`src/logic/ppf_pkg.sv`:
```
package ppf_pkg;

  // Register index on the plain register port
  localparam logic [3:0] ADR_SEL_LOW   = 4'h0;
  localparam logic [3:0] ADR_SEL_HIGH  = 4'h1;
  localparam logic [3:0] ADR_IN_SEL    = 4'h2;
  localparam logic [3:0] ADR_PA_DATA   = 4'h3;
  localparam logic [3:0] ADR_PA_DIR    = 4'h4;
  localparam logic [3:0] ADR_PA_WAKE   = 4'h5;
  localparam logic [3:0] ADR_PB_DATA   = 4'h6;
  localparam logic [3:0] ADR_PB_DIR    = 4'h7;
  localparam logic [3:0] ADR_PA_BITOP  = 4'h8;
  localparam logic [3:0] ADR_PB_BITOP  = 4'h9;

  // Field positions, select registers
  localparam int PIN0_LSB = 0;
  localparam int PIN1_LSB = 2;
  localparam int PIN2_LSB = 4;
  localparam int PIN3_LSB = 6;
  localparam int PIN5_LSB = 2;
  localparam int PIN6_LSB = 4;
  localparam int IRQ0_BIT = 0;
  localparam int IRQ1_BIT = 1;
  localparam int TCLK_BIT = 2;
  localparam int CAPT_BIT = 3;

  // Writable bits of the narrow registers
  localparam logic [7:0] SEL_HIGH_MASK = 8'h3C;
  localparam logic [7:0] IN_SEL_MASK   = 8'h0F;

  // Bit operation word layout
  localparam int BITOP_SET_BIT = 3;

  // Reset values
  localparam logic [7:0] SEL_RST   = 8'h00;
  localparam logic [7:0] LATCH_RST = 8'hFF;
  localparam logic [7:0] DIR_RST   = 8'hFF;
  localparam logic [7:0] WAKE_RST  = 8'h00;

  // Field codes
  localparam logic [1:0] CODE_10 = 2'b10;
  localparam logic [1:0] CODE_11 = 2'b11;

  typedef struct packed {
    logic       wr;
    logic       rd;
    logic [3:0] addr;
    logic [7:0] wdata;
  } ppf_req_t;

  typedef struct packed {
    logic [7:0] dout;
    logic [7:0] oe_n;
  } ppf_drive_t;

endpackage : ppf_pkg

```
`src/logic/ppf_pin_mux.sv`:
```
// The implementer's own choices: strobed register access and the register offsets.
`timescale 1ns/1ps
// How it works
// PA3 field bits 7:6, 11 gives analog three
// PA2 field bits 5:4, 11 gives analog two
// PA1 field: 10 analog one, 11 reference
// PA0 field bits 1:0, 11 gives analog zero
// PA6 field code 11 drives timer output
// PA5 field code 11 drives inverted output
// Second register bits 7:6,1:0 read zero
// Capture input from PA4 or PA5
// Timer clock from PA3 or PB4
// Interrupt one from PA4 or PB3
// Interrupt zero from PA3 or PB2
// Software sets direction input for these inputs
// Software selects pin before enabling peripheral
// Software disables peripheral before reselecting pin
// Reset sets all latches and directions high
// Output pins drive their data latch
// Bit operations read, modify, write whole port
// Falling edge on enabled PA pin wakes
// Direction one input, zero output reading latch
// Wake only for GPIO input during sleep
// PA6 code 00 also selects GPIO
// Selection registers reset to zero
module ppf_pin_mux (
  input  wire logic               SYS_CLK,
  input  wire logic               SYS_RST,
  input  wire ppf_pkg::ppf_req_t  REG_REQ,
  output logic [7:0]              REG_RDATA,
  input  wire logic [7:0]         PA_IN,
  output ppf_pkg::ppf_drive_t     PA_DRV,
  input  wire logic [7:0]         PB_IN,
  output ppf_pkg::ppf_drive_t     PB_DRV,
  input  wire logic               TIMER_OUT_TRUE,
  input  wire logic               TIMER_OUT_INVERTED,
  output logic                    TIMER_EXT_CLOCK_IN,
  output logic                    TIMER_CAPTURE_IN,
  output logic                    EXT_IRQ_ZERO,
  output logic                    EXT_IRQ_ONE,
  output logic [3:0]              ANALOG_IN_EN,
  output logic                    VREF_IN_EN,
  input  wire logic               SLEEP_IDLE,
  output logic                    WAKE_UP
);

  // Port read: pin level for inputs, latch for outputs
  function automatic logic [7:0] port_read(
    input logic [7:0] dir,
    input logic [7:0] pins,
    input logic [7:0] latch
  );
    // input or latch
    port_read = (dir & pins) | (~dir & latch);
  endfunction : port_read

  // Read-modify-write of one bit of the whole port
  function automatic logic [7:0] bit_op(
    input logic [7:0] cur,
    input logic [7:0] word
  );
    logic [7:0] res;
    res = cur;
    res[word[2:0]] = word[ppf_pkg::BITOP_SET_BIT];
    bit_op = res;
  endfunction : bit_op

  // Two-bit field keeps the pin as GPIO unless code 11 (pin 1 also leaves GPIO on code 10)
  function automatic logic not_11(input logic [1:0] code);
    not_11 = (code != ppf_pkg::CODE_11);
  endfunction : not_11

  logic [7:0] sel_low_q;
  logic [7:0] sel_high_q;
  logic [7:0] in_sel_q;
  logic [7:0] pa_latch_q;
  logic [7:0] pa_dir_q;
  logic [7:0] pa_wake_q;
  logic [7:0] pb_latch_q;
  logic [7:0] pb_dir_q;
  logic [7:0] pa_prev_q;
  logic [7:0] rdata_d;
  logic [7:0] pa_gpio;
  logic [7:0] pa_out_d;
  logic [7:0] pa_oen_d;
  logic [7:0] pa_rd;
  logic [7:0] pb_rd;
  logic [1:0] f0;
  logic [1:0] f1;
  logic [1:0] f2;
  logic [1:0] f3;
  logic [1:0] f5;
  logic [1:0] f6;
  logic       wr_en;

  assign wr_en = REG_REQ.wr;
  assign f0 = sel_low_q[ppf_pkg::PIN0_LSB +: 2];
  assign f1 = sel_low_q[ppf_pkg::PIN1_LSB +: 2];
  assign f2 = sel_low_q[ppf_pkg::PIN2_LSB +: 2];
  assign f3 = sel_low_q[ppf_pkg::PIN3_LSB +: 2];
  assign f5 = sel_high_q[ppf_pkg::PIN5_LSB +: 2];
  assign f6 = sel_high_q[ppf_pkg::PIN6_LSB +: 2];
  assign pa_rd = port_read(pa_dir_q, PA_IN, pa_latch_q);
  assign pb_rd = port_read(pb_dir_q, PB_IN, pb_latch_q);

  // Selection registers
  always_ff @(posedge SYS_CLK or posedge SYS_RST) begin
    if (SYS_RST) begin
      // select reset
      sel_low_q  <= ppf_pkg::SEL_RST;
      sel_high_q <= ppf_pkg::SEL_RST;
      in_sel_q   <= ppf_pkg::SEL_RST;
    end else if (wr_en) begin
      case (REG_REQ.addr)
        ppf_pkg::ADR_SEL_LOW: begin
          sel_low_q <= REG_REQ.wdata;
        end
        ppf_pkg::ADR_SEL_HIGH: begin
          // unused bits held zero
          sel_high_q <= REG_REQ.wdata & ppf_pkg::SEL_HIGH_MASK;
        end
        ppf_pkg::ADR_IN_SEL: begin
          // upper bits zero
          in_sel_q <= REG_REQ.wdata & ppf_pkg::IN_SEL_MASK;
        end
        default: begin
          sel_low_q <= sel_low_q;
        end
      endcase
    end
  end

  // Port A registers
  always_ff @(posedge SYS_CLK or posedge SYS_RST) begin
    if (SYS_RST) begin
      // latches and directions high
      pa_latch_q <= ppf_pkg::LATCH_RST;
      pa_dir_q   <= ppf_pkg::DIR_RST;
      pa_wake_q  <= ppf_pkg::WAKE_RST;
    end else if (wr_en) begin
      case (REG_REQ.addr)
        ppf_pkg::ADR_PA_DATA: begin
          pa_latch_q <= REG_REQ.wdata;
        end
        ppf_pkg::ADR_PA_DIR: begin
          pa_dir_q <= REG_REQ.wdata;
        end
        ppf_pkg::ADR_PA_WAKE: begin
          pa_wake_q <= REG_REQ.wdata;
        end
        ppf_pkg::ADR_PA_BITOP: begin
          // whole port rewritten
          pa_latch_q <= bit_op(pa_rd, REG_REQ.wdata);
        end
        default: begin
          pa_latch_q <= pa_latch_q;
        end
      endcase
    end
  end

  // Port B registers
  always_ff @(posedge SYS_CLK or posedge SYS_RST) begin
    if (SYS_RST) begin
      // port B defaults
      pb_latch_q <= ppf_pkg::LATCH_RST;
      pb_dir_q   <= ppf_pkg::DIR_RST;
    end else if (wr_en) begin
      case (REG_REQ.addr)
        ppf_pkg::ADR_PB_DATA: begin
          pb_latch_q <= REG_REQ.wdata;
        end
        ppf_pkg::ADR_PB_DIR: begin
          pb_dir_q <= REG_REQ.wdata;
        end
        ppf_pkg::ADR_PB_BITOP: begin
          // whole port rewritten
          pb_latch_q <= bit_op(pb_rd, REG_REQ.wdata);
        end
        default: begin
          pb_latch_q <= pb_latch_q;
        end
      endcase
    end
  end

  // Read data mux
  always_comb begin
    rdata_d = 8'h00;
    if (REG_REQ.rd) begin
      case (REG_REQ.addr)
        ppf_pkg::ADR_SEL_LOW: begin
          rdata_d = sel_low_q;
        end
        // read as zero
        ppf_pkg::ADR_SEL_HIGH: begin
          rdata_d = sel_high_q & ppf_pkg::SEL_HIGH_MASK;
        end
        ppf_pkg::ADR_IN_SEL: begin
          rdata_d = in_sel_q & ppf_pkg::IN_SEL_MASK;
        end
        // pin or latch
        ppf_pkg::ADR_PA_DATA: begin
          rdata_d = pa_rd;
        end
        ppf_pkg::ADR_PA_DIR: begin
          rdata_d = pa_dir_q;
        end
        ppf_pkg::ADR_PA_WAKE: begin
          rdata_d = pa_wake_q;
        end
        ppf_pkg::ADR_PB_DATA: begin
          rdata_d = pb_rd;
        end
        ppf_pkg::ADR_PB_DIR: begin
          rdata_d = pb_dir_q;
        end
        default: begin
          rdata_d = 8'h00;
        end
      endcase
    end
  end

  always_ff @(posedge SYS_CLK or posedge SYS_RST) begin
    if (SYS_RST) begin
      REG_RDATA <= 8'h00;
    end else begin
      REG_RDATA <= rdata_d;
    end
  end

  // Port A function per pin
  always_comb begin
    // pin 0 field
    pa_gpio[0] = not_11(f0);
    // pin 1 field
    pa_gpio[1] = (f1 != ppf_pkg::CODE_10) && not_11(f1);
    // pin 2 field
    pa_gpio[2] = not_11(f2);
    // pin 3 field
    pa_gpio[3] = not_11(f3);
    pa_gpio[4] = 1'b1;
    pa_gpio[5] = not_11(f5);
    // codes 00 to 10 GPIO
    pa_gpio[6] = not_11(f6);
    pa_gpio[7] = 1'b1;
    // GPIO output drives latch
    pa_out_d = pa_latch_q;
    pa_oen_d = pa_dir_q | ~pa_gpio;
    // inverted timer output
    if (!not_11(f5)) begin
      pa_out_d[5] = TIMER_OUT_INVERTED;
      pa_oen_d[5] = 1'b0;
    end
    // true timer output
    if (!not_11(f6)) begin
      pa_out_d[6] = TIMER_OUT_TRUE;
      pa_oen_d[6] = 1'b0;
    end
  end

  // Port A pin drivers
  always_ff @(posedge SYS_CLK or posedge SYS_RST) begin
    if (SYS_RST) begin
      PA_DRV.dout <= ppf_pkg::LATCH_RST;
      PA_DRV.oe_n <= ppf_pkg::DIR_RST;
    end else begin
      PA_DRV.dout <= pa_out_d;
      PA_DRV.oe_n <= pa_oen_d;
    end
  end

  // Port B pin drivers
  always_ff @(posedge SYS_CLK or posedge SYS_RST) begin
    if (SYS_RST) begin
      PB_DRV.dout <= ppf_pkg::LATCH_RST;
      PB_DRV.oe_n <= ppf_pkg::DIR_RST;
    end else begin
      // port B latch drive
      PB_DRV.dout <= pb_latch_q;
      PB_DRV.oe_n <= pb_dir_q;
    end
  end

  // Analog and reference enables
  always_ff @(posedge SYS_CLK or posedge SYS_RST) begin
    if (SYS_RST) begin
      ANALOG_IN_EN <= 4'h0;
      VREF_IN_EN   <= 1'b0;
    end else begin
      ANALOG_IN_EN[0] <= !not_11(f0);
      ANALOG_IN_EN[1] <= (f1 == ppf_pkg::CODE_10);
      ANALOG_IN_EN[2] <= !not_11(f2);
      ANALOG_IN_EN[3] <= !not_11(f3);
      // reference input
      VREF_IN_EN      <= !not_11(f1);
    end
  end

  // Peripheral input routing
  // capture source
  always_ff @(posedge SYS_CLK or posedge SYS_RST) begin
    if (SYS_RST) begin
      TIMER_CAPTURE_IN <= 1'b0;
    end else begin
      TIMER_CAPTURE_IN <= in_sel_q[ppf_pkg::CAPT_BIT] ? PA_IN[5] : PA_IN[4];
    end
  end

  // timer clock source
  always_ff @(posedge SYS_CLK or posedge SYS_RST) begin
    if (SYS_RST) begin
      TIMER_EXT_CLOCK_IN <= 1'b0;
    end else begin
      TIMER_EXT_CLOCK_IN <= in_sel_q[ppf_pkg::TCLK_BIT] ? PB_IN[4] : PA_IN[3];
    end
  end

  // interrupt one source
  always_ff @(posedge SYS_CLK or posedge SYS_RST) begin
    if (SYS_RST) begin
      EXT_IRQ_ONE <= 1'b0;
    end else begin
      EXT_IRQ_ONE <= in_sel_q[ppf_pkg::IRQ1_BIT] ? PB_IN[3] : PA_IN[4];
    end
  end

  // interrupt zero source
  always_ff @(posedge SYS_CLK or posedge SYS_RST) begin
    if (SYS_RST) begin
      EXT_IRQ_ZERO <= 1'b0;
    end else begin
      EXT_IRQ_ZERO <= in_sel_q[ppf_pkg::IRQ0_BIT] ? PB_IN[2] : PA_IN[3];
    end
  end

  // Falling edge wake-up on port A
  always_ff @(posedge SYS_CLK or posedge SYS_RST) begin
    if (SYS_RST) begin
      pa_prev_q <= 8'hFF;
      WAKE_UP   <= 1'b0;
    end else begin
      pa_prev_q <= PA_IN;
      // enabled GPIO input fall
      WAKE_UP <= SLEEP_IDLE
                 && |(pa_prev_q & ~PA_IN & pa_wake_q & pa_gpio & pa_dir_q);
    end
  end

endmodule : ppf_pin_mux

```
`config.mk`:
```
export PLATFORM = sky130hd
export DESIGN_NAME = ppf_pin_mux
export DESIGN_NICKNAME = d
export VERILOG_FILES = /design/src/logic/ppf_pkg.sv /design/src/logic/ppf_pin_mux.sv
export SDC_FILE = /design/constraint.sdc
export NUM_CORES = 1
export LEC_CHECK = 0
export ABC_AREA = 1
export BUFFER_PORTS_ARGS = -buffer_cell sky130_fd_sc_hd__buf_4
export CAP_MARGIN = 10
export CORE_MARGIN = 5
export CORE_UTILIZATION = 40
export DETAILED_ROUTE_END_ITERATION = 10
export PLACE_DENSITY_LB_ADDON = 0.3
export SYNTH_ARGS = -nofsm -noshare
export SYNTH_HDL_FRONTEND = slang
export SYNTH_SLANG_ARGS = --single-unit
```
`constraint.sdc`:
```
create_clock -name SYS_CLK -period 5.16 [get_ports SYS_CLK]
set_clock_uncertainty 0.1 [all_clocks]
set_input_delay 0.774 -clock SYS_CLK [delete_from_list [all_inputs] [get_ports SYS_CLK]]
set_output_delay 0.774 -clock SYS_CLK [all_outputs]
set_load 0.02 [all_outputs]
```
# Word-level counts from Yosys, hierarchy flattened
# Cells that the tools add are included.
# word_totals
reg_bits,114
inputBits,35
output_inout_bits,50
word_cells,90
# classes
order_cmp,2
n_eq_ne,17
muxes,16
bitwise_logic,15
n_reduce_logical,19
# ops
operator,n
8-bit AND,8
8-bit case mux with 8 select lines,1
8-bit NOT,4
8-bit case mux with 2 select lines,2
8-bit OR,3
8-bit bitwise mux,2
4-bit by 3-bit == test with 1-bit output (second input constant),4
2-bit AND reduction,8
2-bit != test (second input constant),7
1-bit 2-to-1 mux,9
4-bit by 2-bit == test with 1-bit output (second input constant),2
4-bit == test (second input constant),2
8-bit 2-to-1 mux,1
8-bit OR reduction,1
4-bit by 1-bit == test with 1-bit output (second input constant),1
1-bit zero test,4
4-bit zero test,1
3-bit by 4-bit less-than comparator with 1-bit output (second input constant),1
2-bit nonzero test,2
1-bit demux with 3-bit select,1
3-bit by 1-bit >= comparator with 1-bit output (second input constant),1
1-bit logical AND,3
2-bit == test (second input constant),1

# Depth between registers and ports, before layout
# Gate-level depths: netlist (run 1).
# logic_depth
word_depth,7
depth_mapped,8
depth_no_buf,8

# Least setup slack after synthesis (run 1)
# Ideal clock, no wire load.
# synth_path
kind,input -> register
start,input port REG_REQ[9] (netlist bit)
end,register sel_low_q[6]
setup_ns,0.131
arrival_time_ns,1.567
t_required_ns,4.929
slack_ns,3.363
stages,5
path_buffers,1
path_cell_list,nor2_2 > nand3_1 > clkbuf_1 > nand2_1 > o21ai_0
# synth_between
elab_chain_len,2
# synth_rtl
item,line_no,source
"start, declared",ppf_pin_mux.sv:29,"input wire ppf_pkg::ppf_req_t REG_REQ,"
4-bit zero test,ppf_pin_mux.sv:114,case (REG_REQ.addr)
2-bit AND reduction (no line),-,
"end signal, assigned",ppf_pin_mux.sv:110,sel_low_q <= ppf_pkg::SEL_RST;
"end signal, assigned",ppf_pin_mux.sv:116,sel_low_q <= REG_REQ.wdata;
"end signal, assigned",ppf_pin_mux.sv:127,sel_low_q <= sel_low_q;
"end, declared",ppf_pin_mux.sv:73,logic [7:0] sel_low_q;
# No other way between the ends.
# A chain may end at the register's enable or synchronous reset.

# Worst setup path after layout (run 1)
# layout_path
start,input port REG_REQ[8] (netlist bit)
end,register pb_latch_q[0]
# layout_between
elab_chain_len,3
elab_cells_between_ends,5
cone_classes,eq/ne (2); mux (1); reduce/logical (2)
# layout_rtl
item,line_no,source
4-bit == test or 4-bit by 3-bit == test with 1-bit output (tied branches),ppf_pin_mux.sv:169,case (REG_REQ.addr)
2-bit nonzero test (no line),-,
2-bit AND reduction (no line),-,
"end signal, assigned",ppf_pin_mux.sv:166,pb_latch_q <= ppf_pkg::LATCH_RST;
"end signal, assigned",ppf_pin_mux.sv:171,pb_latch_q <= REG_REQ.wdata;
"end signal, assigned",ppf_pin_mux.sv:178,"pb_latch_q <= bit_op(pb_rd, REG_REQ.wdata);"
"end, declared",ppf_pin_mux.sv:79,logic [7:0] pb_latch_q;
# Several ways; a longest one is shown, not always the timed one.

==> impl_metrics.toml, run 1 <==
[power_and_ir_drop]
power.switching_w = 0.0008359
p_comb_share_pct = 18.0
p_int_w = 0.002045
peakVddDrop_v = 0.0002315
p_leak_nw = 3.122
power_frac_clock_pct = 37.4
powerDensity_nw_per_um2 = 453.9
power.share.sequential_pct = 44.5
p_sw_share_pct = 29.01

[final_layout]
drive_above_1_share_pct = 28.53
layout.nets = 716
layout_commonest_cell = "nand2_1"
fin_area_um2 = 6347
reg_top3 = "PA_DRV x16, PB_DRV x16"
syn_to_final_growth_pct = 26.70
mostFrequentLayoutCells = "208 x nand2_1, 86 x buf_4, 72 x dfstp_2, 71 x nand3_1, 56 x o21ai_0"
n_antenna_cell = 0

[timing]
max_freq_mhz = 425.1
final_max_slew_viol_count = 0
rsz0062_at_grt = "false"
finalHoldViolCount = 0
holdWs_ns = 0.2685
slew_headroom_pct = 35.68
setup_viol = 0
period_needed_ns = 2.353
finalSetupTns_ns = 0
fin_crit_sh_pct = 45.59
worstMarginPinSlew_ns = 0.9613

[synthesis]
postSynthNetCount = 625
synthesis.area_um2 = 5010
synth_cell_types = 23
yosysWarningCount = 0
synth_area_leaders = "dfstp_2 38%, dfrtp_1 21%, nand2_1 16%"
synthCells = 590
synth-seq-cells = 114
synth-seq-area-share_pct = 58.74
avgSynthCellArea_um2 = 8.491
synth_top_area_share_pct = 37.76
yosys.area.top_type = "dfstp_2"

[worst_setup_path]
cp_data_required_time_ns = 5.41
crit_buf_inv = 3
critical_path.startpoint = "REG_REQ[8]"
cp_max_fo = 11
crit_top_cell = "nand2_1"
endpoint_kind = "register"
crit_chain = "buf_4 -> inv_1 -> nor2_1 -> nand2_4 -> a21oi_4 -> inv_2 -> nand2_1 -> nand2_1"
critPathLaunchType = "primary input"
reg2reg_from = "pb_latch_q[5]"
cp_slowest_cell = "nor2_1"
crit_arrival_ns = 2.60
max_stage_delay_ns = 0.72
path_class = "in2reg"
crit_family = "simple AND/OR/NAND/NOR gates"

[global_route]
grt_pass1_wl_mm = 23.51
grt_usage_pct = 21.18
grt_overflow = 0
grt_max_degree = 44
antenna_found_initial = 0
grt_pass1_vias = 4300

[detailed_routing]
ant_nets = 0
dr.pass1.iters = 5
wl_per_cell_um = 17.16
wl_mm = 14.79
dr.first_iter.drc_count = 381
drc_errors = 0
drt-vias-per-instance = 5.102
vias = 4398

[clock_tree]
tritoncts = "done"
cts-root-buf = "clkbuf_16"
postCtsSetupRepairBufs = 0
cts_resized = 0
clock_path_buffers = 2
cts_sinks = 114
htreeDepth = 4
clk_pin_slew_ns = 0.06
cts-buffers-inserted = 17
postCtsHoldBufs = 0
clk_latency_ns = 0.42

[die]
core_area_um2 = 12160
start_util_pct = 41.19
rows = 40
fp.dieArea_um2 = 14860
die_h_um = 121.9
die_w_um = 121.9
io_pins = 85

[place]
io_buffers = 84
dpl-instance-area_um2 = 5803
place.gp.congestion = 0.8861
dpl.hpwl_mm = 10.71

[run]
drv_cap = 0

[worst_hold_path]
min_path_type = "in2async"

[outcome]
status = "finished clean"
==> cell families after synthesis <==
group | count (synthesis) | share of synthesized area, %
mux | 1 | 0.2248
flops | 114 | 58.74
simple gates | 339 | 28.55
compound gates | 71 | 7.368
buf+inv | 65 | 5.120
==> synth_stat cells <==
cell type    n
clkbuf_1     6
nor3_1       2
dfstp_2     72
nor2_4       1
buf_2        7
inv_1       48
mux2_2       1
nor3b_1      1
o21ai_0     56
nand2_2      2
a21oi_1     13
inv_2        3
nand4_1      7
nand3b_1     4
nand2_4      1
a21oi_4      1
nor2_1      38
nor2_2       4
nand3_1     71
dfrtp_1     42
buf_4        1
o211ai_1     1
nand2_1    208
==> path summary, 6_finish.rpt <==
| check | end | slack, ns | cells past startpoint |
|---|---|---|---|
| setup / recovery | pb_latch_q[0] | 2.81 | 8 |
| hold / removal | in_sel_q[2] | 0.27 | 2 |
| setup reg to reg | REG_RDATA[5] | 3.69 | 6 |
| hold reg to reg | PB_DRV[10] | 0.28 | 0 |
| max in group asynchronous | pb_dir_q[1] | 3.81 | 3 |
| min in group SYS_CLK | PB_DRV[10] | 0.28 | 0 |
==> through the flow <==
stage,instances,setup WS (ns),total power (W),util (%)
after floorplan,590,1.389,0.001565,-
after global placement,830,2.474,0.001813,47.72
after detailed placement,830,2.438,0.001818,47.72
after CTS,862,2.839,0.002908,52.19
after global routing,862,2.639,0.003025,52.19
final,862,2.807,0.002881,52.19
==> layer usage <==
layer / share of wire [%] / track usage (%) / vias up
met5: 0 / 0 / -
li1: - / - / 2085
met3: 6.5 / 5.757 / 31
met4: 2.7 / 8.964 / 0
met2: 47 / 32.46 / 190
met1: 44 / 28.39 / 2092
==> worst register-to-register path, delay by kind of cell (launching register included) <==
family | cells | cell delay (ns)
AO/OA/AOI/OAI | 2 | 0.43
flip-flops | 1 | 0.54
buffers and inverters | 1 | 0.04
AND/OR/NAND/NOR | 3 | 0.26
==> power groups by stage <==
stage / clock network (W) / logic [W] / registers, W
global route: 0.00114 / 0.000578 / 0.00131
CTS: 0.00110 / 0.000527 / 0.00128
finish: 0.00108 / 0.000520 / 0.00128
global placement: 0 / 0.000521 / 0.00129
detailed placement: 0 / 0.000525 / 0.00129
floorplan: 0 / 0.000215 / 0.00135
==> cell type report <==
| type | count | area [µm²] |
|---|---|---|
| clock inverter | 6 | 55.05 |
| fill | 1143 | 5814 |
| clock buffer | 26 | 489.2 |
| sequential | 114 | 2943 |
| inverter | 51 | 193.9 |
| tap | 168 | 210.2 |
| multi-input combinational | 411 | 1810 |
| timing repair buffer | 86 | 645.6 |
No activity file was read; power rests on OpenSTA's default activity.
==> inputs of run 2 (changes only) <==
==> constraint.sdc (replaced) <==
create_clock -name SYS_CLK -period 2.1 [get_ports SYS_CLK]
set_clock_uncertainty 0.1 [all_clocks]
set_input_delay 0.315 -clock SYS_CLK [delete_from_list [all_inputs] [get_ports SYS_CLK]]
set_output_delay 0.315 -clock SYS_CLK [all_outputs]
set_load 0.02 [all_outputs]
==> run 2 against run 1 <==
Against the previous run:
- combinational power increased to 2.5 times the previous value
- clock-buffer cell count up 1
- core utilization grew 1.7 points
- die area did not move
- setup slack worse by 2.2 ns
- the flow now finishes with violations (hold timing)
- critical path type is now reg2out
- clock power rose to 2.7 times the previous value
- sequential share of layout area fell by 1.5 points
- critical endpoint is now PA_DRV[13]
- non-clock buffer count up 16
- first-iteration DRC count decreased by 7.3%
- cell area rose by 3.4%
- sequential power increased by 150%
==> impl_metrics.toml, run 2 (synthesis results as in run 1) <==
[detailed_routing]
dr.first_iter.drc_count = 353
wl_mm = 14.02
vias = 4461
dr.pass1.iters = 5
drt-vias-per-instance = 5.081
ant_nets = 0
drc_errors = 0
wl_per_cell_um = 15.97

[final_layout]
mostFrequentLayoutCells = "208 x nand2_1, 93 x buf_4, 72 x dfstp_2, 71 x nand3_1, 56 x o21ai_0"
layout.nets = 732
fin_util_pct = 53.94
drive_above_1_share_pct = 29.01
syn_to_final_growth_pct = 30.94
layout_commonest_cell = "nand2_1"
reg_top3 = "PA_DRV x16, PB_DRV x16"
n_antenna_cell = 0

[global_route]
antenna_found_initial = 0
grt_overflow = 0
grt_max_degree = 115
grt_pass1_wl_mm = 23.12
grt_pass1_vias = 4567
grt_usage_pct = 20.42

[timing]
rsz0062_at_grt = "false"
final_max_slew_viol_count = 0
max_freq_mhz = 672.6
timing.final.ws_setup_ns = 0.6132
finalSetupTns_ns = 0
fin_crit_sh_pct = 70.80
setup_viol = 0
holdWs_ns = -0.02691
worstMarginPinSlew_ns = 0.5941
period_needed_ns = 1.487
slew_headroom_pct = 60.40
finalHoldViolCount = 5

[worst_setup_path]
r2r_cells = 4
cp-endpoint = "PA_DRV[13]"
cp.depth = 1
path_class = "reg2out"
cp_slowest_cell = "dfstp_2"
reg2reg_from = "pb_latch_q[7]"
critPathLaunchType = "register"
cp_data_required_time_ns = 1.68
crit_arrival_ns = 1.07
crit_buf_inv = 1
r2r-end = "REG_RDATA[7]"
rrSetupSlack_ns = 0.62
max_stage_delay_ns = 0.52
crit_family = "flip-flops"
cp_max_fo = 1
crit_chain = "buf_4"
endpoint_kind = "output pin"
critical_path.startpoint = "PA_DRV[13]"

[outcome]
status = "finished with violations"
violations = "hold timing"

[place]
dpl.hpwl_mm = 10.19
dp_slack_ns = 0.3779
place.gp.congestion = 0.9056
io_buffers = 84

[clock_tree]
cts-buffers-inserted = 17
clk_latency_ns = 0.42
postCtsSetupRepairBufs = 0
clock_path_buffers = 2
cts_sinks = 114
tritoncts = "done"
cts-root-buf = "clkbuf_16"
htreeDepth = 4
clk_pin_slew_ns = 0.05
cts_resized = 0

[die]
fp.dieArea_um2 = 14860
die_h_um = 121.9
rows = 40
die_w_um = 121.9
core_area_um2 = 12160
io_pins = 85
start_util_pct = 41.19

[power_and_ir_drop]
p_leak_nw = 3.219
peakVddDrop_v = 0.0005732
totalPowerFinal_w = 0.007384
powerDensity_nw_per_um2 = 1126

[run]
drv_cap = 0

[worst_hold_path]
min_path_type = "in2async"
run 2: cell types whose count changed in the layout (fill, tap and decap cells not counted), moves of 2 or more:
cell / change
buf_4: +7
clkinv_2: -3
bufinv_16: +2
dlygate4sd3_1: +8
run 2: layout make-up:
class / count / area [µm²]
flip-flops and latches: 114 / 2943
inverters: 51 / 195.2
well taps: 168 / 210.2
repair buffers: 102 / 798.3
fillers: 1154 / 5602
multi-input cells: 411 / 1810
clock buffers: 27 / 503.0
clock inverters: 5 / 100.1
run 2: where the power goes:
group / internal, W / switching [W]
logic: 0.000513 / 0.000796
registers: 0.00283 / 0.000311
clock network: 0.00198 / 0.000951
run 2: metrics by stage:
stage / std cells / cell area (µm²)
6_report: 878 / 6560
5_1_grt: 878 / 6560
4_1_cts: 878 / 6560
3_5_place_dp: 838 / 5877
3_3_place_gp: 838 / 5877
2_1_floorplan: 590 / 5014
run 2: repair_timing:
| action | in CTS | in global routing |
|---|---|---|
| setup endpoints to repair | 0 | 0 |
| hold buffers | 8 | 0 |
| endpoints found under the hold margin | 8 | 0 |
run 2: worst min path at each step:
stage                  start           end  slack [ns]  cells after the start
2_1_floorplan       PA_IN[0]  pa_prev_q[0]        0.22                      0
3_3_place_gp   pa_latch_q[7]    PA_DRV[15]        0.27                      0
3_5_place_dp   pa_latch_q[3]    PA_DRV[11]        0.27                      0
4_1_cts              SYS_RST  REG_RDATA[4]       0.001                      3
5_1_grt           SLEEP_IDLE       WAKE_UP        0.01                      3
6_report             SYS_RST  EXT_IRQ_ZERO       -0.03                      3
run 2: layer usage:
metal | global-route usage (%) | up-vias | wire length [µm]
li1 | - | 2107 | -
met1 | 26.86 | 2119 | 5914
met2 | 31.73 | 196 | 6589
met3 | 5.339 | 39 | 1080
met4 | 9.244 | 0 | 433
met5 | 0 | - | 0
==> inputs of run 3 (changes only) <==
--- a/config.mk
+++ b/config.mk
@@ -5,7 +5,7 @@
 export SDC_FILE = /design/constraint.sdc
 export NUM_CORES = 1
 export LEC_CHECK = 0
-export ABC_AREA = 1
+export ABC_AREA = 0
 export BUFFER_PORTS_ARGS = -buffer_cell sky130_fd_sc_hd__buf_4
 export CAP_MARGIN = 10
 export CORE_MARGIN = 5
==> constraint.sdc (replaced) <==
create_clock -name SYS_CLK -period 1.5 [get_ports SYS_CLK]
set_clock_uncertainty 0.1 [all_clocks]
set_input_delay 0.225 -clock SYS_CLK [delete_from_list [all_inputs] [get_ports SYS_CLK]]
set_output_delay 0.225 -clock SYS_CLK [all_outputs]
set_load 0.02 [all_outputs]
==> run 3 against run 2 <==
Against the previous run:
- the flow now finishes without violations
- via count fell by 9.0%
- sequential power up 44%
- register-to-register slack lost 0.61 ns
- first-iteration DRC count fell by 26%
- critical endpoint is now REG_RDATA[7]
- clock-buffer cell count fell by 5
- setup slack got worse by 0.61 ns
- critical path type is now reg2reg
- synthesized cell count down 28%
- global-route usage is 0.39 points lower
==> impl_metrics.toml, run 3 <==
[final_layout]
drive_above_1_share_pct = 56.84
fill_cells = 1085
syn_to_final_growth_pct = 44.24
mostFrequentLayoutCells = "145 x buf_4, 72 x dfstp_2, 43 x mux2_2, 42 x dfrtp_1, 29 x nand2_1"
n_antenna_cell = 0
multi_input_area_um2 = 2246
regArea_um2 = 2943
reg_top3 = "PA_DRV x16, PB_DRV x16"
layout.nets = 629
layout_commonest_cell = "buf_4"

[global_route]
grt_usage_pct = 20.03
grt_pass1_vias = 4279
grtUsageMet1_pct = 28.09
antenna_found_initial = 0
use_met3_pct = 5.403
use_met2_pct = 30.22
grt_overflow = 0
top_usage_layer = "met2"
grt_pass1_wl_mm = 24.32
grt_max_degree = 62

[synthesis]
synth_flop_cell = "dfstp_2"
synthMuxAreaShare_pct = 14.79
synth_area_leaders = "dfstp_2 36%, dfrtp_1 20%, mux2_2 11%"
avgSynthCellArea_um2 = 12.34
synthSimpleGateAreaFrac_pct = 13.74
synth_xor_area_share_pct = 0
synthesis.area_um2 = 5244
yosys-top-cells-count = "72 x dfstp_2, 52 x mux2_2, 42 x dfrtp_1, 29 x nand2_1, 28 x a21oi_1"
yosysMostFrequentCell = "dfstp_2"
yosys.area.top_type = "dfstp_2"
synth_top_area_share_pct = 36.08
synth_compound_area_share_pct = 12.24
yosysWarningCount = 0
synth_edf_count = 0
postSynthNetCount = 460
synth-async-reset-ratio_pct = 100.0
synth-seq-cells = 114
synth-seq-area-share_pct = 56.12
synth_cell_types = 64
synth_fa_ha_area_share_pct = 0
synth_top_family_by_area = "multiplexers"
synthCells = 425

[power_and_ir_drop]
p_leak_nw = 3.311
power_frac_clock_pct = 37.7
totalPowerFinal_w = 0.01139
p_int_w = 0.008273
peakVddDrop_v = 0.001037
power.share.sequential_pct = 39.7
p_sw_share_pct = 27.35
power.switching_w = 0.003115
powerDensity_nw_per_um2 = 1506
p_comb_share_pct = 22.6

[die]
core_area_um2 = 12720
fp.dieArea_um2 = 15500
die_w_um = 124.5
start_util_pct = 41.22
die_h_um = 124.5
io_pins = 85
rows = 41

[detailed_routing]
drt-vias-per-instance = 5.212
vias = 4060
ant_nets = 0
wl_mm = 14.99
dr.first_iter.drc_count = 260
wl_per_cell_um = 19.25
drc_errors = 0
dr.pass1.iters = 6

[worst_setup_path]
crit_family = "flip-flops"
crit_buf_inv = 0
cp.depth = 3
reg2reg_from = "pa_dir_q[7]"
cp-endpoint = "REG_RDATA[7]"
crit_chain = "mux2_4 -> a221oi_1 -> a211oi_1"
path_class = "reg2reg"
cp_max_fo = 3
critical_path.startpoint = "pa_dir_q[7]"
critPathLaunchType = "register"
crit_arrival_ns = 1.67
max_stage_delay_ns = 0.56
r2r-end = "REG_RDATA[7]"
rrSetupSlack_ns = 0.007
r2r_cells = 3
cp_slowest_cell = "dfstp_2"
cp_data_required_time_ns = 1.68
endpoint_kind = "register"

[timing]
finalHoldViolCount = 0
fin_crit_sh_pct = 99.55
rsz0062_at_grt = "true"
period_needed_ns = 1.493
setup_viol = 0
finalSetupTns_ns = 0
worstMarginPinSlew_ns = 0.4631
max_freq_mhz = 669.7
slew_headroom_pct = 68.71
final_max_slew_viol_count = 0

[clock_tree]
htreeDepth = 4
clock_path_buffers = 2
cts-root-buf = "clkbuf_16"
postCtsSetupRepairBufs = 0
clk_latency_ns = 0.42
tritoncts = "done"
cts_sinks = 114
cts-buffers-inserted = 17
clk_pin_slew_ns = 0.05

[place]
dpl.hpwl_mm = 10.94
place.gp.congestion = 0.8745
io_buffers = 84

[outcome]
status = "finished clean"

[worst_hold_path]
min_path_type = "in2reg"

[run]
drv_cap = 0
run 3: per-layer routing:
layer,wire length [µm],part of all wire (%)
met2,6985,47
met4,218,1.5
met3,899,6.0
met1,6890,46
met5,0,0
run 3: power groups by stage:
stage / clock (W) / combinational (W) / sequential, W
3_3_place_gp: 0 / 0.00246 / 0.00451
6_report: 0.00429 / 0.00258 / 0.00452
4_1_cts: 0.00434 / 0.00255 / 0.00451
2_1_floorplan: 0 / 0.00100 / 0.00479
3_5_place_dp: 0 / 0.00248 / 0.00453
5_1_grt: 0.00450 / 0.00277 / 0.00460
run 3: cells by family after synthesis:
| kind of cell | Yosys count |
|---|---|
| flip-flops | 114 |
| multiplexers | 71 |
| buffers and inverters | 34 |
| AND/OR/NAND/NOR | 111 |
| AO/OA/AOI/OAI | 95 |
run 3: repair_timing:
item	CTS	global route
setup endpoints to repair	4	10
pin swaps	1	6
cloned	0	0
hold buffers	18	0
gates resized for setup	3	15
endpoints found under the hold margin	59	0
run 3: layout make-up:
type,instances,share of cell area [%]
inverters,9,0.4963
clock buffers,22,6.270
repair buffers,175,19.72
well taps,172,2.845
clock inverters,10,2.068
flip-flops and latches,114,38.91
multi-input cells,277,29.69
run 3: worst min path at each step:
stage / start / end / cells after the start
floorplan: PA_IN[0] / pa_prev_q[0] / 0
global placement: PA_IN[0] / pa_prev_q[0] / 1
detailed placement: PA_IN[0] / pa_prev_q[0] / 1
CTS: REG_REQ[7] / pa_dir_q[7] / 2
global route: REG_REQ[7] / pa_dir_q[7] / 2
finish: REG_REQ[7] / pa_dir_q[7] / 2
run 3: through the flow:
step / setup WS (ns) / area (µm²) / cells / hold WS, ns / utilization (%)
finish: 0.006753 / 7564 / 779 / 0.02332 / 59.45
global route: -0.04279 / 7564 / 779 / 0.01416 / 59.45
CTS: 0.001761 / 7510 / 779 / 0.01258 / 59.03
detailed placement: -0.1521 / 6683 / 729 / 0.2495 / 52.53
global placement: -0.1069 / 6683 / 729 / 0.2502 / 52.53
floorplan: -0.1516 / 5303 / 425 / 0.1295 / -
